File: config.mk
export PLATFORM = sky130hd
export DESIGN_NAME = flash_backdoor_unsecure
export DESIGN_NICKNAME = d
export VERILOG_FILES = /design/src/flash_unsecure_pkg.sv /design/src/flash_backdoor_unsecure.sv
export VERILOG_INCLUDE_DIRS = /design/src
export SDC_FILE = /design/constraint.sdc
export NUM_CORES = 1
export LEC_CHECK = 0
export BUFFER_PORTS_ARGS = -buffer_cell sky130_fd_sc_hd__buf_2
export CAP_MARGIN = 20
export CORE_AREA = 3 3 186 188
export CTS_BUF_LIST = sky130_fd_sc_hd__clkbuf_8
export DETAILED_ROUTE_END_ITERATION = 7
export DIE_AREA = 0 0 189 191
export GPL_ROUTABILITY_DRIVEN = 0
export PLACE_DENSITY_LB_ADDON = 0.08
export SKIP_CTS_REPAIR_TIMING = 1
export SLEW_MARGIN = 40
export SYNTH_ARGS = -nofsm -noshare
export SYNTH_HDL_FRONTEND = slang
export SYNTH_SLANG_ARGS = --single-unit
File: constraint.sdc
create_clock -name clk_i -period 3.3 [get_ports clk_i]
set_input_delay 0 -clock clk_i [delete_from_list [all_inputs] [get_ports clk_i]]
set_output_delay 0 -clock clk_i [all_outputs]
set_load 0.01 [all_outputs]
File: src/flash_unsecure_regs.svh
// offsets, field positions, field values and counts of the backdoor unsecure block
// assumes byte-wide registers behind a plain strobe port
`ifndef FLASH_UNSECURE_REGS_SVH
`define FLASH_UNSECURE_REGS_SVH
// ----------------------------------------
// register offsets
// ----------------------------------------
`define OFS_SECURITY 8'h01
`define OFS_ECC_IDX 8'h02
`define OFS_CONFIG 8'h04
`define OFS_STATUS 8'h06
`define OFS_ERR_STATUS 8'h07
`define OFS_CMD_IDX 8'h08
`define OFS_CMD_HI 8'h0A
`define OFS_CMD_LO 8'h0B
`define OFS_ECC_HI 8'h0C
`define OFS_ECC_LO 8'h0D
`define OFS_ERR_MASK 8'h0E
// ----------------------------------------
// field positions and values
// ----------------------------------------
`define CFG_IRQ_EN_BIT 7
`define CFG_IGN_SF_BIT 4
`define CFG_FORCE_DF_BIT 1
`define CFG_FORCE_SF_BIT 0
`define CFG_RW_MASK 8'h93
`define STAT_DONE_BIT 7
`define STAT_ACCESS_ERROR_FLAG_BIT 5
`define KEY_ENABLED 2'h2
`define SEC_UNSECURE 2'h2
`define KEY_BLANK_LO 16'h0000
`define KEY_BLANK_HI 16'hFFFF
`define VERIFY_KEY_CMD 8'h0C
`define LAUNCH_IDX 3'h4
`define INVALID_DATA 16'h0000
`define KEY_COUNT 4
`define PARAM_COUNT 5
`define ECC_WORDS 8
`endif

File: src/flash_unsecure_pkg.sv
// types shared by the backdoor unsecure block
// assumes the constants header sits beside it
`include "flash_unsecure_regs.svh"
package flash_unsecure_pkg;
   typedef enum logic [1:0] {IDLE, CHECK, FINISH} fsm_t;
   typedef logic [`KEY_COUNT-1:0][15:0] key_set_t;
   typedef logic [`ECC_WORDS-1:0][15:0] ecc_set_t;
   typedef struct packed {
      logic irq_en;
      logic ignore_single_fault;
      logic force_double_fault;
      logic force_single_fault;
   } config_t;
   typedef struct packed {
      logic dbl;
      logic sgl;
   } fault_t;
   typedef struct packed {
      fsm_t fsm;
      logic [1:0] key_idx;
      logic all_match;
      logic cmd_done;
      logic acc_err;
      logic lockout;
      logic [1:0] security_state;
      logic [1:0] key_enable;
      config_t cfg;
      logic [2:0] ecc_idx;
      logic [2:0] cmd_idx;
      logic [`PARAM_COUNT-1:0][15:0] params;
      fault_t err_status;
      fault_t err_mask;
      logic [7:0] rd_data;
      logic [15:0] pf0_data;
      logic pf0_invalid;
   } state_t;
endpackage : flash_unsecure_pkg

File: src/flash_backdoor_unsecure.sv
// backdoor key verification, security state and flash configuration register
// assumes one 40 MHz clock, synchronous reset, byte registers on a strobe port,
// stored keys, security byte and ecc results presented by the flash array
//
// Implementation choice: the plain strobed port.
`timescale 1ns/1ps
`include "flash_unsecure_regs.svh"
// How it works
// - four stored 16-bit keys, each compared with its presented word
// - comparison runs only when the key enable field is enabled
// - full match forces security state to unsecure 10
// - stored keys 0x0000 or 0xFFFF never count as a match
// - program-flash block 0 reads return invalid data during verification
// - mismatch locks out later verifications until reset
// - success changes only the live security state, never the security byte
// - stored keys are never written by the verification
// - reset reloads security state from the security byte
// - unsecured state allows programming of the key locations
// - unsecured state allows erasing the security sector and reprogramming it
// - interrupt enable bit 7 gates the command done flag onto the interrupt
// - ignore bit 4 drops single-bit fault reports and their interrupt
// - config keeps only bits 7, 4, 1, 0; others read zero
// - ecc word index selects the ecc result word that is read
// - key enable counts as enabled only at 10, else access error
// - done flag sets again when verification ends, whatever the result
module flash_backdoor_unsecure (
   input wire logic clk_i,
   input wire logic resetn_i,
   input wire logic [7:0] addr_i,
   input wire logic [7:0] wdata_i,
   input wire logic wr_i,
   input wire logic rd_i,
   output logic [7:0] rdata_o,
   input wire logic [7:0] nv_security_i,
   input wire flash_unsecure_pkg::key_set_t stored_keys_i,
   input wire flash_unsecure_pkg::ecc_set_t ecc_results_i,
   input wire logic single_fault_i,
   input wire logic double_fault_i,
   input wire logic pf0_rd_req_i,
   input wire logic [15:0] pf0_array_data_i,
   output logic [15:0] pf0_rd_data_o,
   output logic pf0_rd_invalid_o,
   output flash_unsecure_pkg::fault_t force_fault_o,
   output logic [1:0] security_state_o,
   output logic key_program_allow_o,
   output logic sector_erase_allow_o,
   output logic irq_o
);
   // ----------------------------------------
   // helpers
   // ----------------------------------------
   function automatic logic key_hit(input logic [15:0] stored, input logic [15:0] given);
      key_hit = (stored == given) && (stored != `KEY_BLANK_LO) && (stored != `KEY_BLANK_HI);
   endfunction : key_hit

   flash_unsecure_pkg::state_t st_reg;
   flash_unsecure_pkg::state_t st_next;
   logic launch;
   logic busy;
   logic hit;
   logic [15:0] ecc_word;
   flash_unsecure_pkg::fault_t err_set;
   flash_unsecure_pkg::fault_t err_clr;

   assign busy = (st_reg.fsm != flash_unsecure_pkg::IDLE);
   // launch is taken only while idle and with no access error pending
   assign launch = wr_i && (addr_i == `OFS_STATUS) && wdata_i[`STAT_DONE_BIT]
                   && st_reg.cmd_done && !st_reg.acc_err;
   assign hit = key_hit(stored_keys_i[st_reg.key_idx],
                        st_reg.params[st_reg.key_idx + 3'h1]);
   assign ecc_word = ecc_results_i[st_reg.ecc_idx];
   // one driver for the whole struct: {double, single}
   assign err_set = {double_fault_i, single_fault_i && !st_reg.cfg.ignore_single_fault};
   assign err_clr = (wr_i && addr_i == `OFS_ERR_STATUS) ? wdata_i[1:0] : 2'h0;

   // ----------------------------------------
   // next state
   // ----------------------------------------
   always_comb begin
      st_next = st_reg;
      st_next.rd_data = 8'h00;
      // set wins over a same-cycle write-one clear
      st_next.err_status = (st_reg.err_status & ~err_clr) | err_set;
      // block 0 is not readable while the comparison walks it
      st_next.pf0_data = busy ? `INVALID_DATA : pf0_array_data_i;
      st_next.pf0_invalid = pf0_rd_req_i && busy;
      if (rd_i) begin
         unique case (addr_i)
            `OFS_SECURITY: st_next.rd_data = {st_reg.key_enable, 4'h0, st_reg.security_state};
            `OFS_ECC_IDX: st_next.rd_data = {5'h00, st_reg.ecc_idx};
            `OFS_CONFIG: st_next.rd_data = {st_reg.cfg.irq_en, 2'h0,
                                            st_reg.cfg.ignore_single_fault, 2'h0,
                                            st_reg.cfg.force_double_fault,
                                            st_reg.cfg.force_single_fault};
            `OFS_STATUS: st_next.rd_data = {st_reg.cmd_done, 1'h0, st_reg.acc_err, 5'h00};
            `OFS_ERR_STATUS: st_next.rd_data = {6'h00, st_reg.err_status};
            `OFS_ERR_MASK: st_next.rd_data = {6'h00, st_reg.err_mask};
            `OFS_CMD_IDX: st_next.rd_data = {5'h00, st_reg.cmd_idx};
            `OFS_CMD_HI: st_next.rd_data = (st_reg.cmd_idx < 3'h5) ?
                                           st_reg.params[st_reg.cmd_idx][15:8] : 8'h00;
            `OFS_CMD_LO: st_next.rd_data = (st_reg.cmd_idx < 3'h5) ?
                                           st_reg.params[st_reg.cmd_idx][7:0] : 8'h00;
            `OFS_ECC_HI: st_next.rd_data = ecc_word[15:8];
            `OFS_ECC_LO: st_next.rd_data = ecc_word[7:0];
            default: st_next.rd_data = 8'h00;
         endcase
      end
      if (wr_i) begin
         unique case (addr_i)
            `OFS_CONFIG: begin
               st_next.cfg.irq_en = wdata_i[`CFG_IRQ_EN_BIT];
               st_next.cfg.ignore_single_fault = wdata_i[`CFG_IGN_SF_BIT];
               st_next.cfg.force_double_fault = wdata_i[`CFG_FORCE_DF_BIT];
               st_next.cfg.force_single_fault = wdata_i[`CFG_FORCE_SF_BIT];
            end
            `OFS_ECC_IDX: st_next.ecc_idx = wdata_i[2:0];
            `OFS_ERR_MASK: st_next.err_mask = wdata_i[1:0];
            `OFS_STATUS: begin
               if (wdata_i[`STAT_ACCESS_ERROR_FLAG_BIT]) begin
                  st_next.acc_err = 1'b0;
               end
            end
            // parameters stay locked while a command runs
            `OFS_CMD_IDX: if (st_reg.cmd_done) st_next.cmd_idx = wdata_i[2:0];
            `OFS_CMD_HI: begin
               if (st_reg.cmd_done && st_reg.cmd_idx < 3'h5) begin
                  st_next.params[st_reg.cmd_idx][15:8] = wdata_i;
               end
            end
            `OFS_CMD_LO: begin
               if (st_reg.cmd_done && st_reg.cmd_idx < 3'h5) begin
                  st_next.params[st_reg.cmd_idx][7:0] = wdata_i;
               end
            end
            default: ;
         endcase
      end
      unique case (st_reg.fsm)
         flash_unsecure_pkg::IDLE: begin
            if (launch) begin
               if (st_reg.params[0][15:8] != `VERIFY_KEY_CMD || st_reg.cmd_idx != `LAUNCH_IDX
                   || st_reg.key_enable != `KEY_ENABLED
                   || st_reg.lockout) begin
                  st_next.acc_err = 1'b1;
               end else begin
                  st_next.cmd_done = 1'b0;
                  st_next.fsm = flash_unsecure_pkg::CHECK;
                  st_next.key_idx = 2'h0;
                  st_next.all_match = 1'b1;
               end
            end
         end
         flash_unsecure_pkg::CHECK: begin
            // one key per cycle; the stored keys are only read, never written
            st_next.all_match = st_reg.all_match && hit;
            st_next.key_idx = st_reg.key_idx + 2'h1;
            if (st_reg.key_idx == 2'(`KEY_COUNT - 1)) begin
               st_next.fsm = flash_unsecure_pkg::FINISH;
            end
         end
         flash_unsecure_pkg::FINISH: begin
            if (st_reg.all_match) begin
               // live state only; the security byte input is untouched
               st_next.security_state = `SEC_UNSECURE;
            end else begin
               st_next.lockout = 1'b1;
               st_next.acc_err = 1'b1;
            end
            st_next.cmd_done = 1'b1;
            st_next.fsm = flash_unsecure_pkg::IDLE;
         end
         default: st_next.fsm = flash_unsecure_pkg::IDLE;
      endcase
      if (!resetn_i) begin
         st_next = '0;
         st_next.fsm = flash_unsecure_pkg::IDLE;
         st_next.cmd_done = 1'b1;
         st_next.security_state = nv_security_i[1:0];
         st_next.key_enable = nv_security_i[7:6];
      end
   end

   always_ff @(posedge clk_i) begin
      st_reg <= st_next;
   end

   // ----------------------------------------
   // outputs
   // ----------------------------------------
   assign rdata_o = st_reg.rd_data;
   assign pf0_rd_data_o = st_reg.pf0_data;
   assign pf0_rd_invalid_o = st_reg.pf0_invalid;
   assign force_fault_o = {st_reg.cfg.force_double_fault, st_reg.cfg.force_single_fault};
   assign security_state_o = st_reg.security_state;
   assign key_program_allow_o = (st_reg.security_state == `SEC_UNSECURE);
   assign sector_erase_allow_o = (st_reg.security_state == `SEC_UNSECURE);
   assign irq_o = (st_reg.cmd_done && st_reg.cfg.irq_en)
                  || |(st_reg.err_status & st_reg.err_mask);
endmodule : flash_backdoor_unsecure

# Yosys cells after proc, flatten, opt, wreduce, memory -nomap -nowiden
# Index checks and enable logic that the tools add are counted.
[word_totals]
register_bits = 131
latch_bits = 0
mem_bits_rw = 0
mem_bits_ro = 0
input_bits = 239
output_inout_bits = 32
word_cells = 149
mem_count = 0
[op_classes]
add_sub_neg = 2
n_mul = 0
div_mod_pow = 0
order_cmp = 6
n_eq_ne = 27
shift = 0
n_mux = 44
n_bitwise = 6
reduce_logical = 38
[ops]
columns = ["op", "n"]
rows = [
  ["$bwmux W80", 2],
  ["$mux W80", 2],
  ["$pmux W80 S2", 1],
  ["$bmux W16 S3", 3],
  ["$mux W123", 1],
  ["$demux W16 S3", 2],
  ["$mux W16", 6],
  ["$mux W90", 1],
  ["$pmux W8 S11", 1],
  ["$eq A8 B4 Y1 const B", 6],
  ["$bmux W16 S2", 1],
  ["$mux W8", 4],
  ["$eq A8 B3 Y1 const B", 3],
  ["$eq A16 B16 Y1", 1],
  ["$ne A16 B16 Y1 const B", 1],
  ["$reduce_bool A16 Y1", 1],
  ["$mux W2", 7],
  ["$logic_and A1 B1 Y1", 13],
  ["$lt A3 B4 Y1 const B", 3],
  ["$ne A2 B2 Y1 const B", 6],
  ["$reduce_and A2 Y1", 6],
  ["$reduce_and A3 Y1", 4],
  ["$mux W3", 3],
  ["$eq A8 B1 Y1 const B", 1],
  ["27 further kinds", 44],
]

# Depth between registers and ports, before layout
# Gate-level depths: netlist of run 1.
[logic_depth]
ltp_word = 9
ltp_mapped = 10

# Least setup slack after synthesis of run 1
# Ideal clock, no wire load.
[synth_path]
path_kind = "reg2reg"
start = "register st_reg[127] (netlist bit)"
end = "register st_reg[126] (netlist bit)"
setup_time_ps = 74
arrival_ps = 2300
required_time_ps = 3226
setup_slack_ps = 926
path_stages_with_launch = 11
n_path_buf = 2
period_less_slack_ps = 2374
path_cell_list = "dfxtp_1 ha_1 clkbuf_1 buf_1 mux2_2 a22oi_1 o22ai_1 xor2_1 nor3_1 nand4_1 o21ai_0"
[synth_between]
elab_chain_cells = 8
elab_cells_between_ends = 12
cone_classes = "add/sub: 1; eq/ne: 2; mux: 5; reduce/logical: 4"
[synth_lines]
columns = ["item", "line_no", "rtl"]
rows = [
  ["start: declaration", "flash_backdoor_unsecure.sv:56", "flash_unsecure_pkg::state_t st_reg;"],
  ["start signal: assignment", "flash_backdoor_unsecure.sv:184", "st_reg <= st_next;"],
  ["$add A2 B1 Y3", "flash_backdoor_unsecure.sv:70", "st_reg.params[st_reg.key_idx + 3'h1]);"],
  ["$bmux W16 S3", "flash_backdoor_unsecure.sv:70", ""],
  ["$mux W16 (implied by the code)", "flash_backdoor_unsecure.sv:70", ""],
  ["$eq A16 B16 Y1", "flash_backdoor_unsecure.sv:53", "key_hit = (stored == given) && (stored != `KEY_BLANK_LO) && (stored != `KEY_BLANK_HI);"],
  ["$logic_and A1 B1 Y1", "flash_backdoor_unsecure.sv:53", ""],
  ["$logic_and A1 B1 Y1 *", "flash_backdoor_unsecure.sv:53", ""],
  ["$logic_and A1 B1 Y1 *", "flash_backdoor_unsecure.sv:155", "st_next.all_match = st_reg.all_match && hit;"],
  ["$pmux W3 S2 *", "flash_backdoor_unsecure.sv:138", "unique case (st_reg.fsm)"],
]
# Mark *: on every way between the ends. The rest lies on a longest branch, timed or not. The select of a mux whose other input is x is not followed.
# A chain may end at the register's enable or synchronous reset.

# Final worst setup path of run 1
# Same ends and word-level chain as after synthesis.

==> metrics.md, run 1 <==
| Metric | Value |
|---|---|
| Max Cap Viol | 0 |
| Post-route setup slack | 746 ps |
| Root buffer cell | clkbuf_8 |
| Pwr Density | 313 nW/um^2 |
| Vias | 7,552 |
| Die height | 191 microns |
| Vias per cell | 4.76 |
| Die X | 189 microns |
| Pin count of the biggest net entering global routing | 62 |
| Max Clock Freq | 391 MHz |
| Sum Neg Setup Slack | 0 ps |
| IO Port Bufs | 266 |
| Setup-failing EPs final | 0 |
| Final Hold Vio Count | 0 |
| Mapped Area | 8210 sq um |
| Max reg flops | 102 |
| GR peak layer | met2 |
| Avg WL per Cell | 19.6 microns |
| Commonest non-fill, non-tap cell in the layout | buf_2 |
| Global-route met2 utilization | 27.8% |
| Crit-path slowest cell | mux4_2 |
| Worst hold path class | in -> reg |
| Static Leakage | 3.82 nW |
| Final Critical Period | 2550 ps |
| Layout area overhead | 29.5% |
| Peak supply drop | 0.173 mV |
| Sequential cell area | 2670 sq um |
| Fin. max-slew vios | 0 |
| Fin Hold WS | 0.667 ps |
| # diodes | 0 |
| Yosys cell types | 55 |
| Average instance area after synthesis | 9.44 sq um |
| Setup crit start kind | register |
| Skew-Pair Late Insertion Delay | 470 ps |
| Antenna violations before repair | 0 |
| TritonCTS Buffers | 17 |
| Number of global-route vias before repair | 7,458 |
| Fin nets | 1,366 |
| Core region area | 33,300 sq um |
| GRT Residual Overflow | 0 |
| Least-Margin Pin Slew | 751 ps |
| Cell Chain, Critical Path | buf_4 -> mux4_2 -> or4_1 -> nor2_1 -> a31oi_1 -> nand4_1 -> o21ai_0 |
| CP required | 3640 ps |
| First-pass GRT wire length | 45.8 mm |
| Post-DP HPWL | 23.7 mm |
| Max clock buf depth | 2 |
| Level count of the clock H-tree | 4 |
| CTS tree | yes |
| Multi-input logic area | 5020 sq um |
| GRT Util Overall | 16.7% |
| Most frequent cells in the layout | buf_2 (266), mux2i_1 (148), nor2_1 (130), dfxtp_1 (124), a21oi_1 (52) |
| DP Worst Slack | 729 ps |
| Status | complete, no violations |
| Total iterations of the first detailed-routing run | 5 |
| #FFs+latches synth | 131 |
| Clk_skew | 16.4 ps |
| Post-route DRC | 0 |
| GR Layer Usage met3 | 3.47% |
| WS Path Type | reg -> reg |
| Initial DRC Count | 423 |
| Layout cells sized above 1 | 35.6% |
| Final design area excluding fillers | 10,600 sq um |
| Initial Util | 24.7% |
| Antenna-violating nets left | 0 |
| Die ar. | 36,100 sq um |
| Fill cells | 3,543 |
| Ports | 271 |
| Max-slew headroom | 49.7% |
| Rows | 67 |
| CP arrival | 2890 ps |
| Clk pin slew, worst setup/hold paths | 90 ps |
| Design Power | 3.33 mW |
| Crit path capture type | register |
| Sequential element share of the synthesized area | 32.4% |
| Sink Count | 131 |
| CP Max Fanout | 39 |
| Part of the cycle the worst path needs | 77.4% |
| Post-Synthesis Cells | 870 |
| RSZ-0062 raised after global routing | no |
| Yosys warns | 0 |
| Final WL | 31.1 mm |
| Met1 Use GR | 22.2% |
| Placed cell area | 9890 sq um |
| Crit path largest cell delay | 650 ps |
| Mapped Nets | 1,110 |
==> worst max-delay path, delay by kind of cell, from the launching register on <==
kind / cells / cell delay [ps]
AO/OA/AOI/OAI: 2 / 160
flip-flops: 1 / 330
multiplexers: 1 / 650
buffers and inverters: 1 / 520
AND/OR/NAND/NOR: 3 / 740
==> cells by family (layout without fill, tap and decap cells) <==
family	Yosys count	in the layout	share of synthesized area [%]
xor+xnor	18	18	1.92
mux	202	202	32.0
compound gates	146	146	10.5
simple gates	266	266	16.5
fa+ha+maj	1	1	0.152
buf+inv	106	375	6.42
flops	131	131	32.4
==> layout make-up <==
class / count / share of cell area [%]
Tap cell: 448 / 5.27
Timing Repair Buffer: 335 / 18.6
Clock inverter: 15 / 1.35
Inverter: 8 / 0.294
Sequential cell: 131 / 25.1
Clock buffer: 17 / 2.20
Multi-Input combinational cell: 633 / 47.2
==> synth_stat cells (all sizes together) <==
cell type,count,share of area [%]
a21oi,52,3.2
a222oi,1,0.12
inv,8,0.37
a31oi,8,0.61
nor3,11,1.4
a41oi,1,0.11
nand3,17,1.0
dfxtp,127,31
xor2,7,0.75
mux2,6,0.82
nand2b,8,0.61
xnor2,11,1.2
or2,3,0.23
o21ai,28,1.7
a211oi,1,0.091
o22ai,32,2.4
clkbuf,50,2.3
a22oi,15,1.4
edfxtp,4,1.5
mux2i,148,18
or4,3,0.32
a221o,1,0.12
mux4,48,13
o22a,1,0.11
nand3b,3,0.27
or3b,1,0.11
nor2,134,6.4
ha,1,0.15
and3,3,0.30
nor4,10,1.1
nand4,10,0.76
buf,48,3.8
nor2b,5,0.38
nand2,36,1.9
a221oi,2,0.21
a32oi,1,0.11
or3,1,0.076
o2111ai,1,0.11
nor3b,3,0.27
a22o,1,0.11
o211a,1,0.12
and2,18,1.4
==> layer usage <==
layer | part of all wire, % | vias up
met1 | 46 | 3626
met4 | 1.1 | 0
met3 | 5.1 | 22
li1 | - | 3673
met2 | 48 | 231
met5 | 0 | -
==> worst paths after layout <==
kind	startpoint	endpoint	slack [ps]	depth (start not counted)
worst max-delay path	st_reg[127]	st_reg[126]	750	7
worst min register to register	st_reg[117]	st_reg[117]	480	2
worst min-delay path	wdata_i[1]	st_reg[94]	0.7	3
worst max register to register	st_reg[127]	st_reg[126]	750	7
==> per-stage QoR <==
stage | utilization [%] | cells
floorplan | - | 870
global placement | 29.7 | 1519
detailed placement | 29.7 | 1519
CTS | 30.9 | 1551
global route | 31.9 | 1587
finish | 31.9 | 1587
==> where the power goes <==
group | leakage (nW) | total, mW | switching (mW) | internal (mW)
combinational | 2.56 | 0.368 | 0.164 | 0.204
clock | 0.188 | 1.35 | 0.689 | 0.661
sequential | 1.07 | 1.61 | 0.00902 | 1.60
(Power assumes the default switching activity.)
==> run 2, diff against run 1 <==
- clock period: 3.3 -> 2.57 ns (I/O delays scaled with it)
==> run 2 against run 1 <==
The run now ends with hold timing left. Largest cell class unchanged. Sequential power is 29% higher. Setup slack worse by 550 ps. Critical path depth increased by 1. Die area stayed put. Maximum frequency grew 7.5%. Core utilization grew 0.11 points. Clock skew is 8.2 ps lower. Power increased by 29%. Critical path type unchanged. Clock power increased by 28%.
==> metrics.md, run 2 (same netlist as run 1, synthesis figures left out) <==
| Metric | Value |
|---|---|
| FF-to-FF path depth | 8 (+1) |
| CP arrival | 2760 ps (-130 ps) |
| Antenna violations before repair | 0 (unchanged) |
| Layout area overhead | 30.0% |
| IO Port Bufs | 266 (unchanged) |
| Sink Count | 131 (unchanged) |
| Clk pin slew, worst setup/hold paths | 80 ps (about the same) |
| CTS tree | yes |
| Status | finished, violations left |
| Crit path capture type | register |
| Post-DP HPWL | 24.7 mm (+4.5%) |
| Static Leakage | 3.86 nW (+1.1%) |
| Worst hold path class | in -> reg |
| Ports | 271 (unchanged) |
| Level count of the clock H-tree | 4 (unchanged) |
| Least-Margin Pin Slew | 563 ps (-188 ps) |
| Fin nets | 1,370 (+0.29%) |
| Max clock buf depth | 2 (unchanged) |
| Rows | 67 (unchanged) |
| Die ar. | 36,100 sq um (unchanged) |
| Skew-Pair Late Insertion Delay | 450 ps (-20 ps) |
| Setup crit start kind | register |
| Final Hold Vio Count | 1 (+1) |
| Clk_skew | 8.19 ps (-8.20 ps) |
| Sum Neg Setup Slack | 0 ps (unchanged) |
| Layout cells sized above 1 | 36.3% (+0.67 points) |
| CP Max Fanout | 11 (-72%) |
| Design Power | 4.28 mW (+29%) |
| Pwr Density | 401 nW/um^2 (+28%) |
| Vias per cell | 4.81 (+1.0%) |
| Die height | 191 microns (unchanged) |
| Max Cap Viol | 0 (unchanged) |
| First-pass GRT wire length | 46.6 mm (+1.7%) |
| Max reg flops | 102 (unchanged) |
| Part of the cycle the worst path needs | 92.5% (+15 points) |
| Failing checks | hold timing |
| Commonest non-fill, non-tap cell in the layout | buf_2 |
| Initial DRC Count | 424 (+0.24%) |
| Antenna-violating nets left | 0 (unchanged) |
| TritonCTS Buffers | 17 (unchanged) |
| WS Path Type | reg -> reg |
| Core region area | 33,300 sq um (unchanged) |
| Post-route DRC | 0 (unchanged) |
| Setup-failing EPs final | 0 (unchanged) |
| # diodes | 0 (unchanged) |
| RR Endpoint | st_reg[126] |
| Hold Path Cell Cnt | 3 (unchanged) |
| Die X | 189 microns (unchanged) |
| Reg-to-Reg Start | st_reg[127] |
| Fin Hold WS | -4.00 ps (-4.67 ps) |
| GRT Util Overall | 17.1% (+0.40 points) |
| Peak supply drop | 0.216 mV (+25%) |
| GRT Residual Overflow | 0 (unchanged) |
| WHS Endpoint | st_reg[95] |
| Initial Util | 24.7% (unchanged) |
| Fin. max-slew vios | 0 (unchanged) |
| Number of global-route vias before repair | 7,298 (-2.1%) |
| Avg WL per Cell | 20.3 microns (+3.7%) |
| Final WL | 32.3 mm (+3.7%) |
| Most frequent cells in the layout | buf_2 (266), mux2i_1 (148), nor2_1 (129), dfxtp_1 (124), a21oi_1 (52) |
| Pin count of the biggest net entering global routing | 72 (+16%) |
| CP required | 2950 ps (-690 ps) |
| Worst R2R Setup Slack | 190 ps (-550 ps) |
| Final Critical Period | 2380 ps (-178 ps) |
| HP Start | wdata_i[2] |
| Max-slew headroom | 62.4% (+13 points) |
| RSZ-0062 raised after global routing | no |
| Total iterations of the first detailed-routing run | 5 (unchanged) |
| Vias | 7,632 (+1.1%) |
| Max Clock Freq | 421 MHz (+7.5%) |
| Root buffer cell | clkbuf_8 |
## run 2: cell types whose count changed in the layout (fill, tap and decap cells not counted), moves of 2 or more
cell	before	now
buf_4	30	37
dlygate4sd3_1	36	31
clkinv_4	4	0
clkbuf_8	17	20
buf_12	3	5
clkinv_1	2	0
clkinvlp_4	3	1
inv_1	8	10
## run 2: worst max-delay path: stages (launching register included)
cell and delay (ps):
dfxtp_2 340, ha_2 480, nor2b_1 400, a22oi_1 160, o22ai_1 230, xor2_1 110
nor4_1 310, nand3_1 120, o21ai_0 160
## run 2: how the worst max path moves through the flow
stage                 from     endpoint  slack, ps  cells after the start
2_1_floorplan  st_reg[127]  st_reg[126]        200                     10
3_3_place_gp   st_reg[127]  st_reg[126]        140                      8
3_5_place_dp   st_reg[127]  st_reg[126]        100                      8
4_1_cts        st_reg[127]  st_reg[126]         70                      8
5_1_grt        st_reg[127]  st_reg[126]         40                      8
6_report       st_reg[127]  st_reg[126]        190                      8
## run 2: through the flow
stage | setup slack, ps | hold WS [ps] | utilization [%] | std cells | cell area, sq um
finish | 193 | -4.00 | 32.1 | 1588 | 10700
CTS | 73.6 | -308 | 31.1 | 1557 | 10400
global placement | 135 | 182 | 30.0 | 1528 | 9990
detailed placement | 97.2 | 186 | 30.0 | 1528 | 9990
global route | 41.4 | 4.72 | 32.1 | 1588 | 10700
floorplan | 196 | 98.9 | - | 870 | 8210
## run 2: power breakdown
group | leakage [nW] | internal [mW] | switching (mW)
logic | 2.59 | 0.262 | 0.215
clock network | 0.200 | 0.908 | 0.825
registers | 1.07 | 2.06 | 0.0103
total | 3.86 | 3.23 | 1.05
## run 2: final cells by class
type / instances / area, sq um
clock buffer: 20 / 275
clock inverter: 9 / 93.8
fill: 3529 / 22600
inverter: 8 / 30.0
multi-input combinational: 633 / 5020
sequential: 131 / 2670
tap: 448 / 561
timing repair buffer: 339 / 2020
## run 2: per-layer routing
metal | vias to the layer above | part of all wire, % | track usage, %
met1 | 3703 | 46 | 23.5
met5 | - | 0 | 0
met3 | 14 | 5.2 | 3.03
li1 | 3664 | - | -
met2 | 251 | 47 | 28.0
met4 | 0 | 1.0 | 3.75
==> run 3, diff against run 2 <==
- CORE_AREA: 3 3 186 188 -> 3 3 158 221
- DIE_AREA: 0 0 189 191 -> 0 0 161 224
==> run 3 against run 2 <==
The run now ends clean. Non-clock buffer count is 6 higher. Largest cell class unchanged. Critical path depth increased by 1. Via count is 0.58% lower. Final cell count increased by 0.19%. Sequential power about the same. Setup slack got worse by 18 ps. Clock power is 7% higher. Count of clock-buffer cells in the layout shrank 2. Highest routed layer unchanged.
==> metrics.md, run 3 (same netlist as run 1, synthesis figures left out) <==
| Metric | Value |
|---|---|
| Most frequent cells in the layout | buf_2 (266), mux2i_1 (148), nor2_1 (129), dfxtp_1 (124), a21oi_1 (52) |
| First-pass GRT wire length | 48.7 mm (+4.3%) |
| CP arrival | 2800 ps (+40 ps) |
| Setup crit start kind | register |
| CTS tree | yes |
| Status | complete, no violations |
| Die ar. | 36,100 sq um (about the same) |
| Fin Hold WS | 21.8 ps (+25.8 ps) |
| WS Path Type | reg -> reg |
| Die X | 161 microns (-15%) |
| # diodes | 0 (unchanged) |
| Avg WL per Cell | 20.5 microns (+0.98%) |
| Cell Chain, Critical Path | ha_1 -> buf_12 -> mux2_2 -> a22oi_1 -> o22ai_1 -> xor2_1 -> nor4_2 -> nand3_1 -> o21ai_0 |
| Skew-Pair Late Insertion Delay | 480 ps (+30 ps) |
| Ports | 271 (unchanged) |
| Core region area | 33,200 sq um (-0.21%) |
| IO Port Bufs | 266 (unchanged) |
| Part of the cycle the worst path needs | 93.2% (+0.68 points) |
| Vias per cell | 4.77 (-0.76%) |
| Vias | 7,588 (-0.58%) |
| Number of global-route vias before repair | 7,898 (+8.2%) |
| Initial Util | 24.7% (+0.051 points) |
| Crit-path slowest cell | mux2_2 |
| Initial DRC Count | 348 (-18%) |
| Root buffer cell | clkbuf_8 |
| Crit path capture type | register |
| Max Clock Freq | 418 MHz (-0.74%) |
| Fin. max-slew vios | 0 (unchanged) |
| Met3 WL post-DR | 1.76 mm (+4.8%) |
| Total iterations of the first detailed-routing run | 6 (+1) |
| RSZ-0062 raised after global routing | no |
| Layout cells sized above 1 | 36.5% (+0.16 points) |
| Placed instance count | 1,526 (-0.13%) |
| Sink Count | 131 (unchanged) |
| CP Max Fanout | 25 (+14) |
| TritonCTS Buffers | 17 (unchanged) |
| Final Critical Period | 2390 ps (+17.6 ps) |
| Antenna-violating nets left | 0 (unchanged) |
| Final WL | 32.7 mm (+1.2%) |
| Buffers & Inverters on Critical Path | 1 (+1) |
| GRT Residual Overflow | 0 (unchanged) |
| Pwr Density | 408 nW/um^2 (+1.8%) |
| Sum Neg Setup Slack | 0 ps (unchanged) |
| Fin nets | 1,376 (+0.44%) |
| Layout area overhead | 31.2% |
| Highest routed layer | met4 |
| Least-Margin Pin Slew | 625 ps (+61.7 ps) |
| Clk_skew | 10.7 ps (+2.54 ps) |
| Max-slew headroom | 58.3% (-4.1 points) |
| Die height | 224 microns (+17%) |
| Antenna violations before repair | 0 (unchanged) |
| Pin count of the biggest net entering global routing | 60 (-17%) |
| Setup-failing EPs final | 0 (unchanged) |
| Level count of the clock H-tree | 4 (unchanged) |
| Max Cap Viol | 0 (unchanged) |
| Met1 Wirelength | 13.3 mm (-11%) |
| Crit path largest cell delay | 360 ps (-120 ps) |
| Worst hold path class | in -> reg |
| Final non-filler cell total | 1,591 (+0.19%) |
| Max clock buf depth | 2 (unchanged) |
| Design Power | 4.40 mW (+2.7%) |
| Peak supply drop | 0.230 mV (+6.7%) |
| Fin util | 32.4% (+0.36 points) |
| Final Hold Vio Count | 0 (-1) |
| Rows | 79 (+18%) |
| Post-route DRC | 0 (unchanged) |
| Met2 wire len | 16.9 mm (+10%) |
| Clk pin slew, worst setup/hold paths | 70 ps (about the same) |
| Commonest non-fill, non-tap cell in the layout | buf_2 |
| CP required | 2970 ps (+20 ps) |
| Post-DP HPWL | 25.1 mm (+1.5%) |
| GRT Util Overall | 17.8% (+0.78 points) |
| Max reg flops | 102 (unchanged) |
| Fill cells | 3,576 (+1.3%) |
| Crit path max-delay family | compound AO/OA/AOI/OAI gates |
| Static Leakage | 3.88 nW (+0.61%) |
[run 3: changes by cell type in the layout (fill, tap and decap cells not counted), moves of 2 or more]
cell / previous run / this run
buf_4: 37 / 35
buf_6: 0 / 2
clkbuf_8: 20 / 18
clkinvlp_4: 1 / 3
dlygate4sd3_1: 31 / 36
inv_1: 10 / 8
[run 3: power by group]
part           switching, mW  leakage (nW)  internal, mW
clock network          0.887         0.193         0.959
logic                  0.218          2.62         0.263
registers             0.0106          1.07          2.06
[run 3: layer usage]
layer	vias up	GRT usage, %
met5	-	0
met4	0	4.80
met3	36	3.76
met2	298	32.7
met1	3574	21.1
li1	3680	-
[run 3: area by class of cell]
class                      instances  area (sq um)  share of cell area [%]
clock inverter                    11           140                    1.30
multi-input combinational        633          5030                    46.7
clock buffer                      18           248                    2.30
sequential                       131          2670                    24.8
timing repair buffer             345          2100                    19.5
tap                              445           557                    5.17
inverter                           8          30.0                   0.279
[run 3: worst min-delay path: stages]
cell,delay [ps]
buf_2,210
nand2_1,150
a21oi_1,70
[run 3: metrics by stage]
| step | instance area (sq um) | worst slack (ps) |
|---|---|---|
| after detailed placement | 10000 | 80.3 |
| final | 10800 | 176 |
| after floorplan | 8210 | 196 |
| after global placement | 10000 | 160 |
| after CTS | 10400 | 63.6 |
| after global routing | 10800 | 48.9 |
[run 3: final timing paths]
| path | from | endpoint | slack [ps] | depth (start not counted) |
|---|---|---|---|---|
| worst max-delay path | st_reg[127] | st_reg[126] | 180 | 9 |
| worst min-delay path | addr_i[0] | rdata_o[6] | 20 | 3 |
| worst max register to register | st_reg[127] | st_reg[126] | 180 | 9 |
| worst min register to register | st_reg[123] | st_reg[123] | 480 | 2 |
